[src/common/csr_pkg.sv]
package csr_pkg;
  localparam logic [7:0] CSR_STATUS_ADDR  = 8'h03;
  localparam int         CSR_WAKE_BIT     = 7;
  localparam int         CSR_PAGE_BIT     = 5;
  localparam int         CSR_TO_BIT       = 4;
  localparam int         CSR_PD_BIT       = 3;
  localparam int         CSR_Z_BIT        = 2;
  localparam int         CSR_DC_BIT       = 1;
  localparam int         CSR_C_BIT        = 0;
  localparam logic [7:0] CSR_OPTION_RESET = 8'hff;
  localparam int         CSR_PAGE_WORDS   = 512;
  localparam logic [9:0] CSR_PAGE1_BASE   = 10'h200;
  localparam logic [9:0] CSR_PAGE0_BASE   = 10'h000;
  localparam int         CSR_NUM_PINS     = 6;

  typedef enum logic [2:0] {
    CSR_OP_NONE, CSR_OP_ADD, CSR_OP_SUB, CSR_OP_LOGIC, CSR_OP_RRF, CSR_OP_RLF
  } csr_alu_op_t;

  typedef struct packed {
    logic wake_n;
    logic pullup_n;
    logic clk_sel;
    logic edge_sel;
    logic prescaler_assign;
    logic [2:0] rate;
  } csr_option_t;

  typedef struct packed {
    csr_alu_op_t op;
    logic [7:0]  a;
    logic [7:0]  b;
    logic        c_in;
  } csr_alu_req_t;
endpackage

[src/hdl/csr_option_decode.sv]
`timescale 1ns/10ps
module csr_option_decode
  import csr_pkg::*;
#(
  parameter int NUM_PINS = CSR_NUM_PINS
) (
  input  wire logic                core_clk,
  input  wire logic                rst,
  input  wire csr_option_t         opt,
  input  wire logic [NUM_PINS-1:0] dir_in,
  input  wire logic [NUM_PINS-1:0] wake_capable,
  input  wire logic [NUM_PINS-1:0] tck_pin_mask,
  output logic      [NUM_PINS-1:0] wake_en_q,
  output logic      [NUM_PINS-1:0] pullup_en_q,
  output logic      [NUM_PINS-1:0] dir_eff_q,
  output logic      [7:0]          tmr_ratio_q,
  output logic      [7:0]          wdt_ratio_q
);
  genvar i;
  generate
    for (i = 0; i < NUM_PINS; i++) begin : g_pin
      always_ff @(posedge core_clk or posedge rst) begin
        if (rst) begin
          wake_en_q[i]   <= 1'b0;
          pullup_en_q[i] <= 1'b0;
          dir_eff_q[i]   <= 1'b1;
        end else begin
          // output pins lose wake and pull-up
          wake_en_q[i]   <= wake_capable[i] & ~opt.wake_n & dir_in[i];
          pullup_en_q[i] <= wake_capable[i] & ~opt.pullup_n & dir_in[i];
          // external timer clock pin forced to input
          dir_eff_q[i]   <= dir_in[i] | (tck_pin_mask[i] & opt.clk_sel);
        end
      end
    end
  endgenerate

  always_ff @(posedge core_clk or posedge rst) begin
    if (rst) begin
      tmr_ratio_q <= 8'h00;
      wdt_ratio_q <= 8'h00;
    end else begin
      // ratio minus one; timer 2<<rate, watchdog 1<<rate
      tmr_ratio_q <= 8'((9'h002 << opt.rate) - 9'h001);
      wdt_ratio_q <= 8'((9'h001 << opt.rate) - 9'h001);
    end
  end
endmodule

[src/hdl/csr_core_regs.sv]
`timescale 1ns/10ps
module csr_core_regs
  import csr_pkg::*;
#(
  parameter int NUM_PINS = CSR_NUM_PINS
) (
  input  wire logic                core_clk,
  input  wire logic                rst,
  input  wire logic                por_event,
  input  wire logic                wake_reset_event,
  input  wire logic                wdt_timeout,
  input  wire logic                watchdog_clear_instr_exec,
  input  wire logic                sleep_exec,
  input  wire csr_alu_req_t        alu_req,
  input  wire logic [7:0]          alu_result,
  input  wire logic                file_wr,
  input  wire logic [7:0]          file_addr,
  input  wire logic [7:0]          file_wdata,
  input  wire logic                option_load,
  input  wire logic [7:0]          w_reg,
  input  wire logic [NUM_PINS-1:0] dir_in,
  input  wire logic [NUM_PINS-1:0] wake_capable,
  input  wire logic [NUM_PINS-1:0] tck_pin_mask,
  input  wire logic                tck_pin,
  output logic      [7:0]          status_q,
  output logic      [9:0]          page_base_q,
  output logic      [NUM_PINS-1:0] wake_en_q,
  output logic      [NUM_PINS-1:0] pullup_en_q,
  output logic      [NUM_PINS-1:0] dir_eff_q,
  output logic                     tmr_tick_q,
  output logic                     psa_wdt_q,
  output logic      [7:0]          tmr_ratio_q,
  output logic      [7:0]          wdt_ratio_q
);
  logic        wake_flag_q;
  logic        page_q;
  logic        to_q;
  logic        pd_q;
  logic        z_q;
  logic        dc_q;
  logic        c_q;
  csr_option_t opt_q;
  logic        tck_s1_q;
  logic        tck_s2_q;
  logic        tck_s3_q;
  logic        iclk_q;
  logic        status_wr;
  logic        alu_flags;
  logic [8:0]  sum9;
  logic [4:0]  sum5;

  assign status_wr = file_wr && (file_addr == CSR_STATUS_ADDR);
  assign alu_flags = (alu_req.op != CSR_OP_NONE);
  assign sum9 = (alu_req.op == CSR_OP_SUB) ? ({1'b0, alu_req.a} + {1'b0, ~alu_req.b} + 9'h001)
                                           : ({1'b0, alu_req.a} + {1'b0, alu_req.b});
  assign sum5 = (alu_req.op == CSR_OP_SUB) ? ({1'b0, alu_req.a[3:0]} + {1'b0, ~alu_req.b[3:0]}
                                              + 5'h01)
                                           : ({1'b0, alu_req.a[3:0]} + {1'b0, alu_req.b[3:0]});

  // reset-cause flag, caught synchronously after reset events
  always_ff @(posedge core_clk or posedge rst) begin
    if (rst) begin
      wake_flag_q <= 1'b0;
    end else if (wake_reset_event) begin
      wake_flag_q <= 1'b1;
    end else if (por_event) begin
      wake_flag_q <= 1'b0;
    end else if (status_wr) begin
      wake_flag_q <= file_wdata[CSR_WAKE_BIT];
    end
  end

  always_ff @(posedge core_clk or posedge rst) begin
    if (rst) begin
      page_q <= 1'b0;
    end else if (por_event) begin
      page_q <= 1'b0;
    end else if (status_wr) begin
      page_q <= file_wdata[CSR_PAGE_BIT];
    end
  end

  always_ff @(posedge core_clk or posedge rst) begin
    if (rst) begin
      page_base_q <= CSR_PAGE0_BASE;
    end else begin
      page_base_q <= page_q ? CSR_PAGE1_BASE : CSR_PAGE0_BASE;
    end
  end

  // time-out flag; expiry wins over clear/sleep, writes ignored
  always_ff @(posedge core_clk or posedge rst) begin
    if (rst) begin
      to_q <= 1'b1;
    end else if (wdt_timeout) begin
      to_q <= 1'b0;
    end else if (por_event || watchdog_clear_instr_exec || sleep_exec) begin
      to_q <= 1'b1;
    end
  end

  always_ff @(posedge core_clk or posedge rst) begin
    if (rst) begin
      pd_q <= 1'b1;
    end else if (sleep_exec) begin
      pd_q <= 1'b0;
    end else if (por_event || watchdog_clear_instr_exec) begin
      pd_q <= 1'b1;
    end
  end

  // alu flags; any alu op (add, sub, logic, rotate) beats a status-destination write
  always_ff @(posedge core_clk or posedge rst) begin
    if (rst) begin
      z_q <= 1'b0;
    end else if (alu_req.op inside {CSR_OP_ADD, CSR_OP_SUB, CSR_OP_LOGIC}) begin
      z_q <= (alu_result == 8'h00);
    end else if (status_wr && !alu_flags) begin
      z_q <= file_wdata[CSR_Z_BIT];
    end
  end

  always_ff @(posedge core_clk or posedge rst) begin
    if (rst) begin
      dc_q <= 1'b0;
    end else if (alu_req.op == CSR_OP_ADD || alu_req.op == CSR_OP_SUB) begin
      dc_q <= sum5[4];
    end else if (status_wr && !alu_flags) begin
      dc_q <= file_wdata[CSR_DC_BIT];
    end
  end

  always_ff @(posedge core_clk or posedge rst) begin
    if (rst) begin
      c_q <= 1'b0;
    end else begin
      unique case (alu_req.op)
        CSR_OP_ADD, CSR_OP_SUB: c_q <= sum9[8];
        CSR_OP_RRF:             c_q <= alu_req.a[0];
        CSR_OP_RLF:             c_q <= alu_req.a[7];
        CSR_OP_LOGIC:           c_q <= c_q;
        CSR_OP_NONE: begin
          if (status_wr) begin
            c_q <= file_wdata[CSR_C_BIT];
          end
        end
        default:                c_q <= c_q;
      endcase
    end
  end

  always_ff @(posedge core_clk or posedge rst) begin
    if (rst) begin
      status_q <= {1'b0, 1'b0, 1'b0, 1'b1, 1'b1, 3'b000};
    end else begin
      status_q <= {wake_flag_q, 1'b0, page_q, to_q, pd_q, z_q, dc_q, c_q};
    end
  end

  // option register, no read path
  always_ff @(posedge core_clk or posedge rst) begin
    if (rst) begin
      opt_q <= csr_option_t'(CSR_OPTION_RESET);
    end else if (por_event || wake_reset_event) begin
      opt_q <= csr_option_t'(CSR_OPTION_RESET);
    end else if (option_load) begin
      opt_q <= csr_option_t'(w_reg);
    end
  end

  always_ff @(posedge core_clk or posedge rst) begin
    if (rst) begin
      psa_wdt_q <= 1'b1;
    end else begin
      psa_wdt_q <= opt_q.prescaler_assign;
    end
  end

  // external clock pin synchroniser
  always_ff @(posedge core_clk or posedge rst) begin
    if (rst) begin
      tck_s1_q <= 1'b0;
      tck_s2_q <= 1'b0;
      tck_s3_q <= 1'b0;
    end else begin
      tck_s1_q <= tck_pin;
      tck_s2_q <= tck_s1_q;
      tck_s3_q <= tck_s2_q;
    end
  end

  // internal instruction-cycle tick, one per core_clk
  always_ff @(posedge core_clk or posedge rst) begin
    if (rst) begin
      iclk_q <= 1'b0;
    end else begin
      iclk_q <= 1'b1;
    end
  end

  always_ff @(posedge core_clk or posedge rst) begin
    if (rst) begin
      tmr_tick_q <= 1'b0;
    end else if (opt_q.clk_sel) begin
      tmr_tick_q <= opt_q.edge_sel ? (tck_s3_q & ~tck_s2_q)
                                   : (~tck_s3_q & tck_s2_q);
    end else begin
      tmr_tick_q <= iclk_q;
    end
  end

  csr_option_decode #(
    .NUM_PINS (NUM_PINS)
  ) u_decode (
    .core_clk     (core_clk),
    .rst          (rst),
    .opt          (opt_q),
    .dir_in       (dir_in),
    .wake_capable (wake_capable),
    .tck_pin_mask (tck_pin_mask),
    .wake_en_q    (wake_en_q),
    .pullup_en_q  (pullup_en_q),
    .dir_eff_q    (dir_eff_q),
    .tmr_ratio_q  (tmr_ratio_q),
    .wdt_ratio_q  (wdt_ratio_q)
  );

  a_to_expiry: assert property (@(posedge core_clk) disable iff (rst)
    wdt_timeout |=> !to_q)
    else $error("time-out flag not cleared by expiry");
  a_to_set: assert property (@(posedge core_clk) disable iff (rst)
    (watchdog_clear_instr_exec && !wdt_timeout) |=> to_q)
    else $error("time-out flag not set");
  a_pd_sleep: assert property (@(posedge core_clk) disable iff (rst)
    sleep_exec |=> ##1 !status_q[CSR_PD_BIT])
    else $error("power-down flag not cleared");
  a_to_ro: assert property (@(posedge core_clk) disable iff (rst)
    (status_wr && !wdt_timeout && !por_event && !watchdog_clear_instr_exec && !sleep_exec) |=> $stable(to_q))
    else $error("time-out flag written");
  a_wake_flag: assert property (@(posedge core_clk) disable iff (rst)
    wake_reset_event |=> ##1 status_q[CSR_WAKE_BIT])
    else $error("wake flag missing");
  a_zero_flag: assert property (@(posedge core_clk) disable iff (rst)
    (alu_req.op == CSR_OP_LOGIC) |=> (z_q == ($past(alu_result) == 8'h00)))
    else $error("zero flag wrong");
  a_dc_add: assert property (@(posedge core_clk) disable iff (rst)
    (alu_req.op == CSR_OP_ADD) |=>
      (dc_q == (({1'b0, $past(alu_req.a[3:0])} + {1'b0, $past(alu_req.b[3:0])}) > 5'h0f)))
    else $error("digit carry wrong on add");
  a_dc_sub: assert property (@(posedge core_clk) disable iff (rst)
    (alu_req.op == CSR_OP_SUB) |=> (dc_q == ($past(alu_req.a[3:0]) >= $past(alu_req.b[3:0]))))
    else $error("digit borrow wrong on sub");
  a_c_rotate: assert property (@(posedge core_clk) disable iff (rst)
    (alu_req.op == CSR_OP_RLF) |=> (c_q == $past(alu_req.a[7])))
    else $error("carry wrong on rotate");
  a_opt_load: assert property (@(posedge core_clk) disable iff (rst)
    (option_load && !por_event && !wake_reset_event) |=> (opt_q == $past(w_reg)))
    else $error("option load lost");
  a_opt_reset: assert property (@(posedge core_clk) disable iff (rst)
    por_event |=> (opt_q == CSR_OPTION_RESET))
    else $error("option not reset");
  a_page_base: assert property (@(posedge core_clk) disable iff (rst)
    page_q |=> (page_base_q == CSR_PAGE1_BASE))
    else $error("page base wrong");
  a_pullup_dir: assert property (@(posedge core_clk) disable iff (rst)
    (dir_in == '0) |=> (pullup_en_q == '0) && (wake_en_q == '0))
    else $error("output pin kept pull-up");

  // remaining cause flags, alu flags, option register and timer tick
  a_to_por: assert property (@(posedge core_clk) disable iff (rst)
    (por_event && !wdt_timeout) |=> to_q)
    else $error("time-out flag not set by power-up");
  a_to_sleep: assert property (@(posedge core_clk) disable iff (rst)
    (sleep_exec && !wdt_timeout) |=> to_q)
    else $error("time-out flag not set by sleep");
  a_pd_watchdog_clear_instr: assert property (@(posedge core_clk) disable iff (rst)
    (watchdog_clear_instr_exec && !sleep_exec) |=> pd_q)
    else $error("power-down flag not set by clear");
  a_pd_ro: assert property (@(posedge core_clk) disable iff (rst)
    (status_wr && !por_event && !watchdog_clear_instr_exec && !sleep_exec) |=> $stable(pd_q))
    else $error("power-down flag written");
  a_wake_clear: assert property (@(posedge core_clk) disable iff (rst)
    (por_event && !wake_reset_event) |=> !wake_flag_q)
    else $error("wake flag not cleared by other reset");
  a_zero_arith: assert property (@(posedge core_clk) disable iff (rst)
    (alu_req.op inside {CSR_OP_ADD, CSR_OP_SUB}) |=> (z_q == ($past(alu_result) == 8'h00)))
    else $error("zero flag wrong on arithmetic");
  a_c_add: assert property (@(posedge core_clk) disable iff (rst)
    (alu_req.op == CSR_OP_ADD) |=>
      (c_q == (({1'b0, $past(alu_req.a)} + {1'b0, $past(alu_req.b)}) > 9'h0ff)))
    else $error("carry wrong on add");
  a_c_sub: assert property (@(posedge core_clk) disable iff (rst)
    (alu_req.op == CSR_OP_SUB) |=> (c_q == ($past(alu_req.a) >= $past(alu_req.b))))
    else $error("borrow wrong on sub");
  a_dc_guard: assert property (@(posedge core_clk) disable iff (rst)
    (status_wr && (alu_req.op inside {CSR_OP_LOGIC, CSR_OP_RRF, CSR_OP_RLF})) |=> $stable(dc_q))
    else $error("digit carry taken from status write");
  a_c_guard: assert property (@(posedge core_clk) disable iff (rst)
    (status_wr && (alu_req.op == CSR_OP_LOGIC)) |=> $stable(c_q))
    else $error("carry taken from status write");
  a_opt_hold: assert property (@(posedge core_clk) disable iff (rst)
    (!option_load && !por_event && !wake_reset_event) |=> $stable(opt_q))
    else $error("option changed without load");
  a_opt_wake: assert property (@(posedge core_clk) disable iff (rst)
    wake_reset_event |=> (opt_q == CSR_OPTION_RESET))
    else $error("option not reset by wake");
  a_psa_track: assert property (@(posedge core_clk) disable iff (rst)
    1'b1 |=> (psa_wdt_q == $past(opt_q.prescaler_assign)))
    else $error("prescaler owner wrong");
  a_int_tick: assert property (@(posedge core_clk) disable iff (rst)
    !opt_q.clk_sel |=> tmr_tick_q)
    else $error("internal tick missing");
  a_ext_edge: assert property (@(posedge core_clk) disable iff (rst)
    (opt_q.clk_sel && opt_q.edge_sel && tck_s3_q && !tck_s2_q) |=> tmr_tick_q)
    else $error("falling edge tick missing");

  c_sleep: cover property (@(posedge core_clk) disable iff (rst) sleep_exec);
  c_expiry: cover property (@(posedge core_clk) disable iff (rst) wdt_timeout);
  c_opt_load: cover property (@(posedge core_clk) disable iff (rst) option_load);
  c_ext_tick: cover property (@(posedge core_clk) disable iff (rst) opt_q.clk_sel && tmr_tick_q);
  c_wr_guard: cover property (@(posedge core_clk) disable iff (rst) status_wr && alu_flags);
endmodule

[config.mk]
export PLATFORM = sky130hd
export DESIGN_NAME = csr_core_regs
export DESIGN_NICKNAME = d
export VERILOG_FILES = /design/src/common/csr_pkg.sv /design/src/hdl/csr_option_decode.sv /design/src/hdl/csr_core_regs.sv
export SDC_FILE = /design/constraint.sdc
export NUM_CORES = 1
export LEC_CHECK = 0
export BUFFER_PORTS_ARGS = -buffer_cell sky130_fd_sc_hd__buf_2
export CORE_MARGIN = 10
export CORE_UTILIZATION = 35
export DETAILED_ROUTE_END_ITERATION = 10
export MAX_ROUTING_LAYER = met4
export PLACE_DENSITY = 0.65
export SYNTH_ARGS = -nofsm -noshare
export SYNTH_HDL_FRONTEND = slang
export SYNTH_SLANG_ARGS = --single-unit
[constraint.sdc]
create_clock -name core_clk -period 2.4 [get_ports core_clk]
set_input_delay 0.12 -clock core_clk [delete_from_list [all_inputs] [get_ports core_clk]]
set_output_delay 0.12 -clock core_clk [all_outputs]
set_load 0.005 [all_outputs]
# ---- Yosys cells after proc, flatten, opt, wreduce, memory -nomap -nowiden
# Cells that the tools add are included.
dict set report word_totals {
  ff_bits 72
  input_bits 80
}
dict set report classes {
  add_sub_neg 8
  eq_ne 7
  n_shift 2
  mux 22
  n_bitwise 44
  n_reduce_logical 21
}
# operator n
set op_table {}
lappend op_table {{bitwise AND 1 bit} 32}
lappend op_table {{adder 8 x 8 -> 9 bit} 2}
lappend op_table {{2-to-1 mux 1 bit} 16}
lappend op_table {{2-to-1 mux 8 bit} 2}
lappend op_table {{subtractor 8 x 1 -> 8 bit (second input constant)} 2}
lappend op_table {{nonzero test 2 bit} 6}
lappend op_table {{adder 4 x 4 -> 5 bit} 2}
lappend op_table {{2-to-1 mux 10 bit} 1}
lappend op_table {{adder 9 x 1 -> 9 bit (second input constant)} 1}
lappend op_table {{2-to-1 mux 9 bit} 1}
lappend op_table {{nonzero test 3 bit} 3}
lappend op_table {{equality test 8 x 2 -> 1 bit (second input constant)} 1}
lappend op_table {{zero test 8 bit} 1}
lappend op_table {{inverter 8 bit} 1}
lappend op_table {{left shift 1 x 3 -> 8 bit (first input constant)} 1}
lappend op_table {{left shift 2 x 3 -> 8 bit (first input constant)} 1}
lappend op_table {{equality test 3 x 2 -> 1 bit (second input constant)} 2}
lappend op_table {{equality test 3 bit (second input constant)} 2}
lappend op_table {{bitwise OR 1 bit} 6}
lappend op_table {{adder 5 x 1 -> 5 bit (second input constant)} 1}
lappend op_table {{2-to-1 mux 5 bit} 1}
lappend op_table {{logical OR 1 bit} 4}
lappend op_table {{inverter 1 bit} 4}
lappend op_table {{inverter 4 bit} 1}
lappend op_table {{other kinds (9)} 10}

# ---- Depth between registers and ports, before layout
# Gate-level depths: netlist of the first run.
dict set report logic_depth {
  depth_word 5
  depth_mapped 7
  ltp_nobuf 7
}

# ---- Cells and area by module
# From an unflattened synthesis of the first run, not the netlist that was laid out.
dict set report unflattened {
  hier_cells 229
  area_unflattened_um2 2533.7
}
# mod n_inst cells_each area_per_inst_um2 seq_area_each_um2
set by_module_without_submodules {}
lappend by_module_without_submodules {csr_core_regs 1 152 1570.3 716.9}
lappend by_module_without_submodules {csr_option_decode 1 77 963.4 683.2}

# ---- Least setup slack after synthesis of the first run
# OpenSTA, ideal clock, no wires.
dict set report synth_path {
  kind {register -> register}
  startpoint {register opt_q[0] in the netlist's numbering}
  endpoint {register u_decode.wdt_ratio_q[6]}
  setup_time_ns 0.121
  arrival_time_ns 1.530
  path_slack_ns 0.749
  path_stages_with_launch 7
  cell_sequence {dfstp_2 > clkbuf_1 > or3_1 > ha_1 > clkbuf_1 > xnor2_1 > a22o_1}
}
dict set report synth_between {
  elab_chain_len 2
}
# item line_no
set synth_lines {}
lappend synth_lines {{start, declared} csr_core_regs.sv:42} ;# csr_option_t opt_q;
lappend synth_lines {{start signal, assigned} csr_core_regs.sv:163} ;# opt_q <= csr_option_t'(CSR_OPTION_RESET);
lappend synth_lines {{start signal, assigned} csr_core_regs.sv:165} ;# opt_q <= csr_option_t'(CSR_OPTION_RESET);
lappend synth_lines {{start signal, assigned} csr_core_regs.sv:167} ;# opt_q <= csr_option_t'(w_reg);
lappend synth_lines {{left shift 1 x 3 -> 8 bit} csr_option_decode.sv:45} ;# wdt_ratio_q <= 8'((9'h001 << opt.rate) - 9'h001);
lappend synth_lines {{subtractor 8 x 1 -> 8 bit} csr_option_decode.sv:45}
lappend synth_lines {{end signal, assigned} csr_option_decode.sv:45}
lappend synth_lines {{end, declared} csr_option_decode.sv:17} ;# output logic [7:0] wdt_ratio_q
# Every way passes these cells.
# A chain may end at the register's enable or synchronous reset.

# ---- Worst setup path in the final report of the first run
# Ends and elaborated chain as after synthesis.

==> results of run 1 <==
[layout by cell type, fill, tap and decap left out, drive strengths merged, types with 6 or more instances in the layout]
master and instances:
nor2 26, conb 12, a21oi 7, dfrtp 35, mux2i 10, ha 15, o21ai 6, dlygate4sd3 8
nand2 20, buf 121, inv 15, a21o 8, dfstp 19
[power groups by stage]
stage / clock [uW] / combinational (uW) / sequential (uW)
finish: 524 / 262 / 988
detailed placement: 0 / 256 / 1010
global placement: 0 / 252 / 1000
CTS: 544 / 267 / 989
global route: 575 / 299 / 996
floorplan: 0 / 143 / 1000
[Yosys cell counts, types with 2 or more instances]
cell and number:
a21o_1 8, nor3_1 5, a21oi_1 7, clkbuf_1 6, inv_1 14, nand2_1 20, nor4_1 4, nand4_1 2
a31oi_1 3, buf_4 19, o211ai_1 3, nor2_1 26, a221oi_1 2, dfrtp_1 35, a2bb2oi_1 2, o21bai_1 2
o21ai_0 6, mux2i_1 10, conb_1 2, nand2b_1 2, dfstp_2 19, ha_1 15
[sequential cells by signal, summed over array words and instances (netlist names), 6 cells and up]
signal,count
status_q,7
u_decode.wdt_ratio_q,8
u_decode.wake_en_q,6
u_decode.dir_eff_q,6
u_decode.pullup_en_q,6
opt_q,8
[worst max-delay path, cell delays in order (launching register included)]
cell     delay [ns]
dfstp_2        0.42
or3_1          0.40
ha_1           0.30
xnor2_1        0.16
a22o_1         0.18
[per-stage QoR]
stage          power (uW)  cells  cell area, um2
2_1_floorplan        1147    239            2536
3_3_place_gp         1256    429            3093
3_5_place_dp         1261    429            3093
4_1_cts              1800    445            3271
5_1_grt              1869    445            3271
6_report             1774    445            3271
[layer usage]
metal | track usage, % | up-vias
li1 | - | 972
met1 | 12.59 | 896
met2 | 18.17 | 87
met3 | 3.222 | 4
met4 | 3.280 | 0
met5 | - | -
[worst min-delay path by stage]
stage | cells past startpoint | to | start
3_3_place_gp | 2 | tck_s2_q | rst
5_1_grt | 2 | u_decode.dir_eff_q[2] | tck_pin_mask[2]
4_1_cts | 2 | u_decode.dir_eff_q[1] | tck_pin_mask[1]
2_1_floorplan | 0 | tck_s1_q | tck_pin
6_report | 2 | u_decode.dir_eff_q[0] | dir_in[0]
3_5_place_dp | 2 | tck_s2_q | rst
[cells by family (layout without fill, tap and decap cells)]
kind of cell | after synthesis | after routing
buf+inv | 41 | 151
flops | 54 | 54
xor+xnor | 2 | 2
mux | 10 | 10
compound gates | 37 | 37
other cells | 2 | 12
fa+ha+maj | 15 | 15
simple gates | 68 | 68
[cell type report]
| cell class | count | area, um2 | area share [%] |
|---|---|---|---|
| multi-input combinational | 144 | 934.6 | 28.58 |
| clock inverter | 3 | 28.78 | 0.8799 |
| sequential | 54 | 1375 | 42.04 |
| inverter | 14 | 52.55 | 1.607 |
| tap | 96 | 120.1 | 3.673 |
| clock buffer | 5 | 68.82 | 2.104 |
| timing repair buffer | 129 | 690.7 | 21.12 |
==> impl_results.md, run 1 <==
* Area contributors post-synth: dfrtp_1 35%, dfstp_2 20%, ha_1 7.5%, buf_4 5.7%, mux2i_1 4.0%
* Cell Rows at 30
* Core ar. at 6869 um2
* Syn Area/Cell at 10.91 um2
* CP startpoint kind: register
* Max Freq at 642.2 MHz
* FF-to-FF Start: opt_q[0]
* Netlist cell types at 39
* CP max FO at 7
* Compound-Gate Fraction of Synth Area at 10.12%
* TritonCTS clock tree: yes
* Residual DRC at 0
* Critical Path Source: opt_q[0]
* Starting DRT DRC Count at 45
* Top Metal Used: met4
* Reg-to-Reg End: u_decode.wdt_ratio_q[6]
* Synth Warn # at 0
* Area share of fa/ha/maj cells after synthesis at 7.511%
* Switching fraction of total power at 25.79%
* Global-route wire length before repair at 9825 um
* Power Internal at 1316 uW
* Max transition margin at 62.77%
* Outcome: finished, final reports clean
* Worst min path class: primary input to register
* Post-CTS sizing at 0
* Fillcell total at 651
* CTS Hold Bufs at 8
* Leakage at 0.001706 uW
* Post-Route WL at 6100 um
* Die area at 10920 um2
* Clk_skew at 0.005557 ns
* Largest family of logic cells by synthesized area: simple AND/OR/NAND/NOR gates
* Reported net switching power at 457.4 uW
* Area Overhead vs Synth at 30.90%
* Share of cells above drive strength 1 at 44.41%
* WL met3 at 421 um
* GRT overflow at 0
* Sequential area share after synthesis at 55.03%
* Yosys top cell area share at 35.05%
* Initial DRT Pass Iterations at 4
* Slew @ Worst Pin at 0.5564 ns
* Max-slew violation count at 0
* Metal2 WL at 2917 um
* H-tree lvl count at 2
* XOR/XNOR Fraction of Synth Area at 0.7011%
* Final period utilization at 64.88%
* Inserted Clock Buffers at 5
* Ys flop type: dfrtp_1
* Power Density at 542.3 nW/um2
* Yosys top cell by area: dfrtp_1
* Initial antenna violation count at 0
* Post-route minimum period at 1.557 ns
* Drt wl/cell at 13.71 um
* Hold Violations, Final at 0
* # nets final at 443
* Clock sinks at 54
* Synthesized flop and latch total at 54
* VDD IR max at 0.2335 mV
* Mapped Area at 2499 um2
* Gp weighted congestion at 0.7730
* Post-Synth Simple-Gate Area at 13.27%
* Place WS at 0.8031 ns
* Vias at 1959
* Root Buffer: clkbuf_8
* Worst Path Required at 2.60 ns
* Syn Inst Count at 229
* Async SR Flop Fraction at 100.0%
* M1 WL at 2708 um
* Skew-Pair Late Insertion Delay at 0.30 ns
* Chip Height at 104.5 um
* Final setup fails at 0
* Initial core utilization at 36.38%
* DP HPWL at 5016 um
* Max-Cap Viols at 0
* Ant diodes at 0
* CP endpoint: u_decode.wdt_ratio_q[6]
* Die X at 104.5 um
* Ports at 134
* Final worst slack at 0.8428 ns
* Data arrival time of the worst path at 1.75 ns
* Vias in the first global route at 2062
* Clk pwr share at 29.5%
* Number of buffers added for setup after CTS at 0
* RSZ-0062 raised after global routing: false
* Setup slack, reg-to-reg at 0.84 ns
* Post-synth EDFFs at 0
* DR vias/cell at 4.402
* Comb power frac at 14.8%
* Multiplexer share of the synthesized area at 4.006%
* Total Routing Usage GR at 11.00%
* Number of port buffers at 119
* Crit path capture type: register
* Clock-pin slew on the worst setup and hold paths at 0.10 ns
* Crit path kind: register to register
* Fin util at 47.61%
* Clk buf depth at 2
* Routed Antenna Nets at 0
* R2R depth at 4
* Setup TNS at 0 ns
* Part of the power in registers at 55.7%
* Fin Hold WS at 0.008753 ns
* Pin count of the biggest net entering global routing at 29
(Power assumes the default switching activity.)
==> run 2, diff against run 1 <==
ABC_AREA = 1   (was not set)
PLACE_DENSITY = not set   (was 0.65)
clock period = 1.45 ns   (was 2.4 ns; I/O delays follow)
==> run 2 against run 1 <==
Against the previous run: cell count increased by 20%; highest routed layer unchanged; worst hold slack improved by 0.0057 ns; die area increased by 2.3%; worst setup slack got worse by 0.76 ns; synthesized cell count increased by 23%; core utilization increased by 2.9 points; register-to-register slack got worse by 0.76 ns; non-clock buffer count increased by 26; cell area increased by 11%; sequential cell count unchanged; clock power increased by 91%; sequential share of layout area decreased by 4.3 points.
==> impl_results.md, run 2 <==
* Area Overhead vs Synth at 41.87%
* Max Freq at 733.4 MHz
* Yosys top cell area share at 34.08%
* Hold Crit Start: wake_capable[0]
* Post-synth EDFFs at 0
* Number of buffers added for setup after CTS at 0
* Clk buf depth at 2
* Clock-pin slew on the worst setup and hold paths at 0.10 ns
* Syn Area/Cell at 9.146 um2
* Core ar. at 7214 um2
* Leakage at 0.001955 uW
* Vias in the first global route at 2437
* Synthesized flop and latch total at 54
* Setup TNS at 0 ns
* H-tree lvl count at 2
* Most common cell after layout, fill and taps aside: buf_2
* Ant diodes at 0
* Post-synth top cells: 56 x nand2_1, 40 x inv_1, 35 x dfrtp_1
* Reg area at 1375 um2
* Inserted Clock Buffers at 5
* Ys flop type: dfrtp_1
* Gp weighted congestion at 0.7759
* Placed Cells at 496
* Count leader, synth: nand2_1
* Drt wl/cell at 12.31 um
* DR vias/cell at 4.175
* Reg-to-Reg End: u_decode.wdt_ratio_q[6]
* Area contributors post-synth: dfrtp_1 34%, dfstp_2 19%, nand2_1 8.2%, ha_1 7.3%, inv_1 5.8%
* Crit path kind: register to register
* RSZ-0062 raised after global routing: false
* Die area at 11170 um2
* Yosys top cell by area: dfrtp_1
* Share of cells above drive strength 1 at 38.80%
* Skew-Pair Late Insertion Delay at 0.30 ns
* R2R depth at 7
* Max-slew violation count at 0
* Setup slack, reg-to-reg at 0.09 ns
* # nets final at 527
* Global-route wire length before repair at 11020 um
* Residual DRC at 0
* Async SR Flop Fraction at 100.0%
* Min-Delay Path Depth at 3
* Die X at 105.7 um
* Worst min path class: primary input to register
* VDD IR max at 0.5075 mV
* GRT overflow at 0
* Power Density at 870.1 nW/um2
* Most frequent cells in the layout: 119 x buf_2, 55 x nand2_1, 39 x inv_1
* Initial core utilization at 35.62%
* Hold Path Sink: u_decode.wake_en_q[0]
* Starting DRT DRC Count at 41
* Synth Warn # at 0
* Data arrival time of the worst path at 1.56 ns
* Post-route minimum period at 1.364 ns
* Top delay family on crit path: flip-flops
* Final std cells w/o fill at 532
* DP HPWL at 5294 um
* Final period utilization at 94.04%
* Vias at 2221
* FF-to-FF Start: opt_q[2]
* Syn Inst Count at 281
* Critical-path cell list: inv_1, nand2_2, ha_2, o21ai_2, a21oi_2, xor2_1, inv_1
* Chip Height at 105.7 um
* Root Buffer: clkbuf_8
* CP Buf/Inv Count at 2
* Clock sinks at 54
* Hold Violations, Final at 0
* Fillcell total at 681
* Slowest stage delay, CP at 0.54 ns
* Post-Route WL at 6548 um
* Cell Rows at 31
* CP startpoint kind: register
* Top Registers: opt_q: 8 flops, u_decode.wdt_ratio_q: 8 flops, status_q: 7 flops
* Cell mode on critical path: inv_1
* Final setup fails at 0
* Max-Cap Viols at 0
* Initial DRT Pass Iterations at 4
* Routed Antenna Nets at 0
* Worst Path Required at 1.65 ns
* Netlist cell types at 30
* Critical path's slowest cell: dfstp_2
* TritonCTS clock tree: yes
* Pin count of the biggest net entering global routing at 34
* Total Routing Usage GR at 12.13%
* Multi-input gate area at 934.6 um2
* Number of port buffers at 119
* CP max FO at 5
* Mapped Area at 2570 um2
* Outcome: finished, final reports clean
* Initial antenna violation count at 0
* Ports at 134
* Clk_skew at 0.003925 ns
* Sequential area share after synthesis at 53.51%
* Crit path capture type: register
[run 2: cell types whose count changed in the layout (fill, tap and decap cells not counted), sizes merged, moves of 4 or more]
cell	before	now
nand2	20	57
inv	15	42
dlygate4sd3	8	28
nand3	0	11
mux2i	10	0
nor3	5	15
a21o	8	0
buf	121	127
nor4	5	1
[run 2: what timing repair did]
item / in CTS / in global routing
endpoints found under the hold margin: 58 / 0
hold buffers: 28 / 0
resized for setup: 1 / 5
endpoints found under the setup margin: 1 / 2
[run 2: how the worst max path moves through the flow]
stage | from | to | slack, ns | cells after the start
4_1_cts | opt_q[2] | u_decode.wdt_ratio_q[6] | 0.03 | 7
3_5_place_dp | opt_q[2] | u_decode.wdt_ratio_q[6] | 0.01 | 7
6_report | opt_q[2] | u_decode.wdt_ratio_q[6] | 0.09 | 7
5_1_grt | opt_q[2] | u_decode.wdt_ratio_q[6] | 0.02 | 7
2_1_floorplan | opt_q[2] | u_decode.wdt_ratio_q[6] | 0.007 | 7
3_3_place_gp | opt_q[2] | u_decode.wdt_ratio_q[6] | 0.04 | 7
[run 2: layer usage]
layer  share of wire, %  wire length [um]  up-vias  global-route usage (%)
met4               0.98                64        0                   3.288
met2                 47              3064       90                   19.66
met3                9.1               596        6                   5.055
li1                   -                 -     1151                       -
met5                  0                 0        -                       -
met1                 43              2822      974                   13.50
[run 2: power by group]
part / internal (uW) / switching, uW / leakage, uW / total [uW]
clock: 514 / 487 / 0.0000504 / 1000
combinational: 263 / 263 / 0.00128 / 526
sequential: 1610 / 36.7 / 0.000626 / 1650
total: 2390 / 787 / 0.00195 / 3170
[run 2: cells by family (layout without fill, tap and decap cells)]
family          count (synthesis)  in the layout  synth area share [%]
xor+xnor                        3              3                 1.023
simple gates                  116            116                 19.52
fa+ha+maj                      15             15                 7.303
other cells                     2             12                0.2922
flops                          54             54                 53.51
compound gates                 27             27                 6.183
buf+inv                        64            206                 12.17
[run 2: metrics by stage]
stage	cell area, um2	hold slack (ns)	util, %	total power, uW	worst slack (ns)
floorplan	2608	0.1039	-	1930	0.007309
global placement	3237	0.1177	44.87	2133	0.03887
detailed placement	3237	0.1184	44.87	2144	0.01002
CTS	3631	0.003872	50.33	3222	0.02619
global route	3646	0.0008448	50.54	3380	0.01800
finish	3646	0.01450	50.54	3172	0.08640
[run 2: area by class of cell]
| cell class | count | share of cell area, % |
|---|---|---|
| repair buffers | 155 | 25.67 |
| clock inverters | 3 | 1.235 |
| multi-input cells | 173 | 25.63 |
| flip-flops and latches | 54 | 37.71 |
| well taps | 99 | 3.397 |
| inverters | 43 | 4.461 |
| clock buffers | 5 | 1.887 |
[run 2: worst reg2reg max path: cells and delay by family, from the launching register on]
family	cells	cell delay, ns
fa+ha+maj	1	0.18
buf+inv	2	0.14
compound gates	2	0.17
flops	1	0.54
simple gates	1	0.09
xor+xnor	1	0.15
==> run 3, diff against run 2 <==
MAX_ROUTING_LAYER = not set   (was met4)
clock period = 1.4 ns   (was 1.45 ns; I/O delays follow)
==> run 3 against run 2 <==
Against the previous run: the run now ends with negative hold slack left; critical path depth is the same; sequential share of layout area shrank 0.50 points; count of clock-buffer cells in the layout is the same; critical path type unchanged; critical endpoint unchanged.
==> impl_results.md, run 3 (synthesis results as in run 2) <==
* Worst min path class: primary input to register
* Final period utilization at 98.93%
* Post-route minimum period at 1.385 ns
* VDD IR max at 0.3794 mV
* Most common cell after layout, fill and taps aside: buf_2
* Placed Cells at 496
* DR vias/cell at 4.306
* Worst Path Required at 1.60 ns
* Ant diodes at 0
* DP HPWL at 5302 um
* Pin count of the biggest net entering global routing at 55
* Root Buffer: clkbuf_8
* TritonCTS clock tree: yes
* Max Freq at 722.0 MHz
* Fillcell total at 702
* Power Density at 891.2 nW/um2
* Die area at 11170 um2
* Max-Cap Viols at 0
* Routed Antenna Nets at 0
* Outcome: finished with violations
* Tot Pwr at 3293 uW
* Cell Rows at 31
* CP startpoint kind: register
* Inserted Clock Buffers at 5
* Die X at 105.7 um
* # nets final at 531
* Initial core utilization at 35.62%
* Gp weighted congestion at 0.7533
* Skew-Pair Late Insertion Delay at 0.30 ns
* Final setup fails at 0
* Fin Hold WS at -0.01818 ns
* Clk buf depth at 2
* Final std cells w/o fill at 536
* Global-route wire length before repair at 11320 um
* Chip Height at 105.7 um
* Area Overhead vs Synth at 43.77%
* Residual DRC at 0
* Clock-pin slew on the worst setup and hold paths at 0.09 ns
* Leakage at 0.001989 uW
* Data arrival time of the worst path at 1.58 ns
* Initial antenna violation count at 0
* Clock sinks at 54
* Vias at 2308
* Crit path capture type: register
* Share of cells above drive strength 1 at 40.27%
* Clk_skew at 0.002168 ns
* Core ar. at 7214 um2
* Post-Route WL at 6799 um
* Ports at 134
* Max-slew violation count at 0
* Total Routing Usage GR at 12.00%
* Vias in the first global route at 2478
* Cell Area, Placed at 3252 um2
* GRT overflow at 0
* H-tree lvl count at 2
* Top Registers: opt_q: 8 flops, u_decode.wdt_ratio_q: 8 flops, status_q: 7 flops
* Design area at 3695 um2
* Hold Violations, Final at 2
* Failing checks: negative hold slack
* Number of port buffers at 119
* Drt wl/cell at 12.68 um
* Most frequent cells in the layout: 119 x buf_2, 54 x nand2_1, 38 x inv_1
* CP max FO at 3
* RSZ-0062 raised after global routing: true
* Initial DRT Pass Iterations at 4
* Starting DRT DRC Count at 67
* Crit path kind: register to register
==> run 3: what timing repair did <==
action	CTS	global route
endpoints found under the setup margin	2	7
hold buffers	30	0
hold endpoints to repair	63	0
pin swaps	1	2
resized for setup	1	5
buffers inserted	1	4
==> run 3: power breakdown <==
| part | leakage, uW | internal (uW) | switching (uW) |
|---|---|---|---|
| clock | 0.0000585 | 536 | 495 |
| sequential | 0.000626 | 1670 | 38.9 |
| combinational | 0.00130 | 279 | 277 |
| total | 0.00199 | 2480 | 811 |
==> run 3: cell type report <==
| type | count | area [um2] | area share, % |
|---|---|---|---|
| tap | 99 | 123.9 | 3.353 |
| clock inverter | 3 | 43.79 | 1.185 |
| inverter | 43 | 162.7 | 4.402 |
| clock buffer | 5 | 68.82 | 1.863 |
| sequential | 54 | 1375 | 37.22 |
| multi-input combinational | 173 | 944.7 | 25.57 |
| timing repair buffer | 159 | 975.9 | 26.41 |
==> run 3: stage by stage <==
| step | worst slack [ns] | utilization, % | setup TNS, ns | hold slack [ns] |
|---|---|---|---|---|
| after floorplan | 0.01246 | - | 0 | 0.1014 |
| after global placement | 0.03216 | 45.07 | 0 | 0.1380 |
| after detailed placement | 0.008927 | 45.07 | 0 | 0.1411 |
| after CTS | 0.0005499 | 50.94 | 0 | 0.002336 |
| after global routing | -0.04198 | 51.21 | -0.06439 | 0.01475 |
| final | 0.01494 | 51.21 | 0 | -0.01818 |
==> run 3: metal layers <==
layer	global-route usage [%]	wire, um
met1	12.92	2814
met2	20.80	3243
met3	5.542	688
met4	3.191	53
met5	0	0
==> run 3: final timing paths <==
kind                                 from                 endpoint  slack [ns]  cells after the start
worst max-delay path             opt_q[1]  u_decode.wdt_ratio_q[6]        0.01                      7
max in group asynchronous             rst    u_decode.dir_eff_q[0]        0.76                      4
min in group asynchronous             rst                 tck_s3_q        0.35                      4
worst max register to register   opt_q[1]  u_decode.wdt_ratio_q[6]        0.01                      7
worst min-delay path            dir_in[0]    u_decode.dir_eff_q[0]       -0.02                      3
worst min register to register   tck_s1_q                 tck_s2_q        0.36                      0
==> run 3: worst max-delay path, stage by stage, from the launching register on <==
cell	delay [ns]
dfstp_2	0.56
nor2_1	0.05
nand2_1	0.09
ha_2	0.19
o21ai_2	0.07
a21oi_2	0.11
xor2_1	0.16
inv_1	0.05
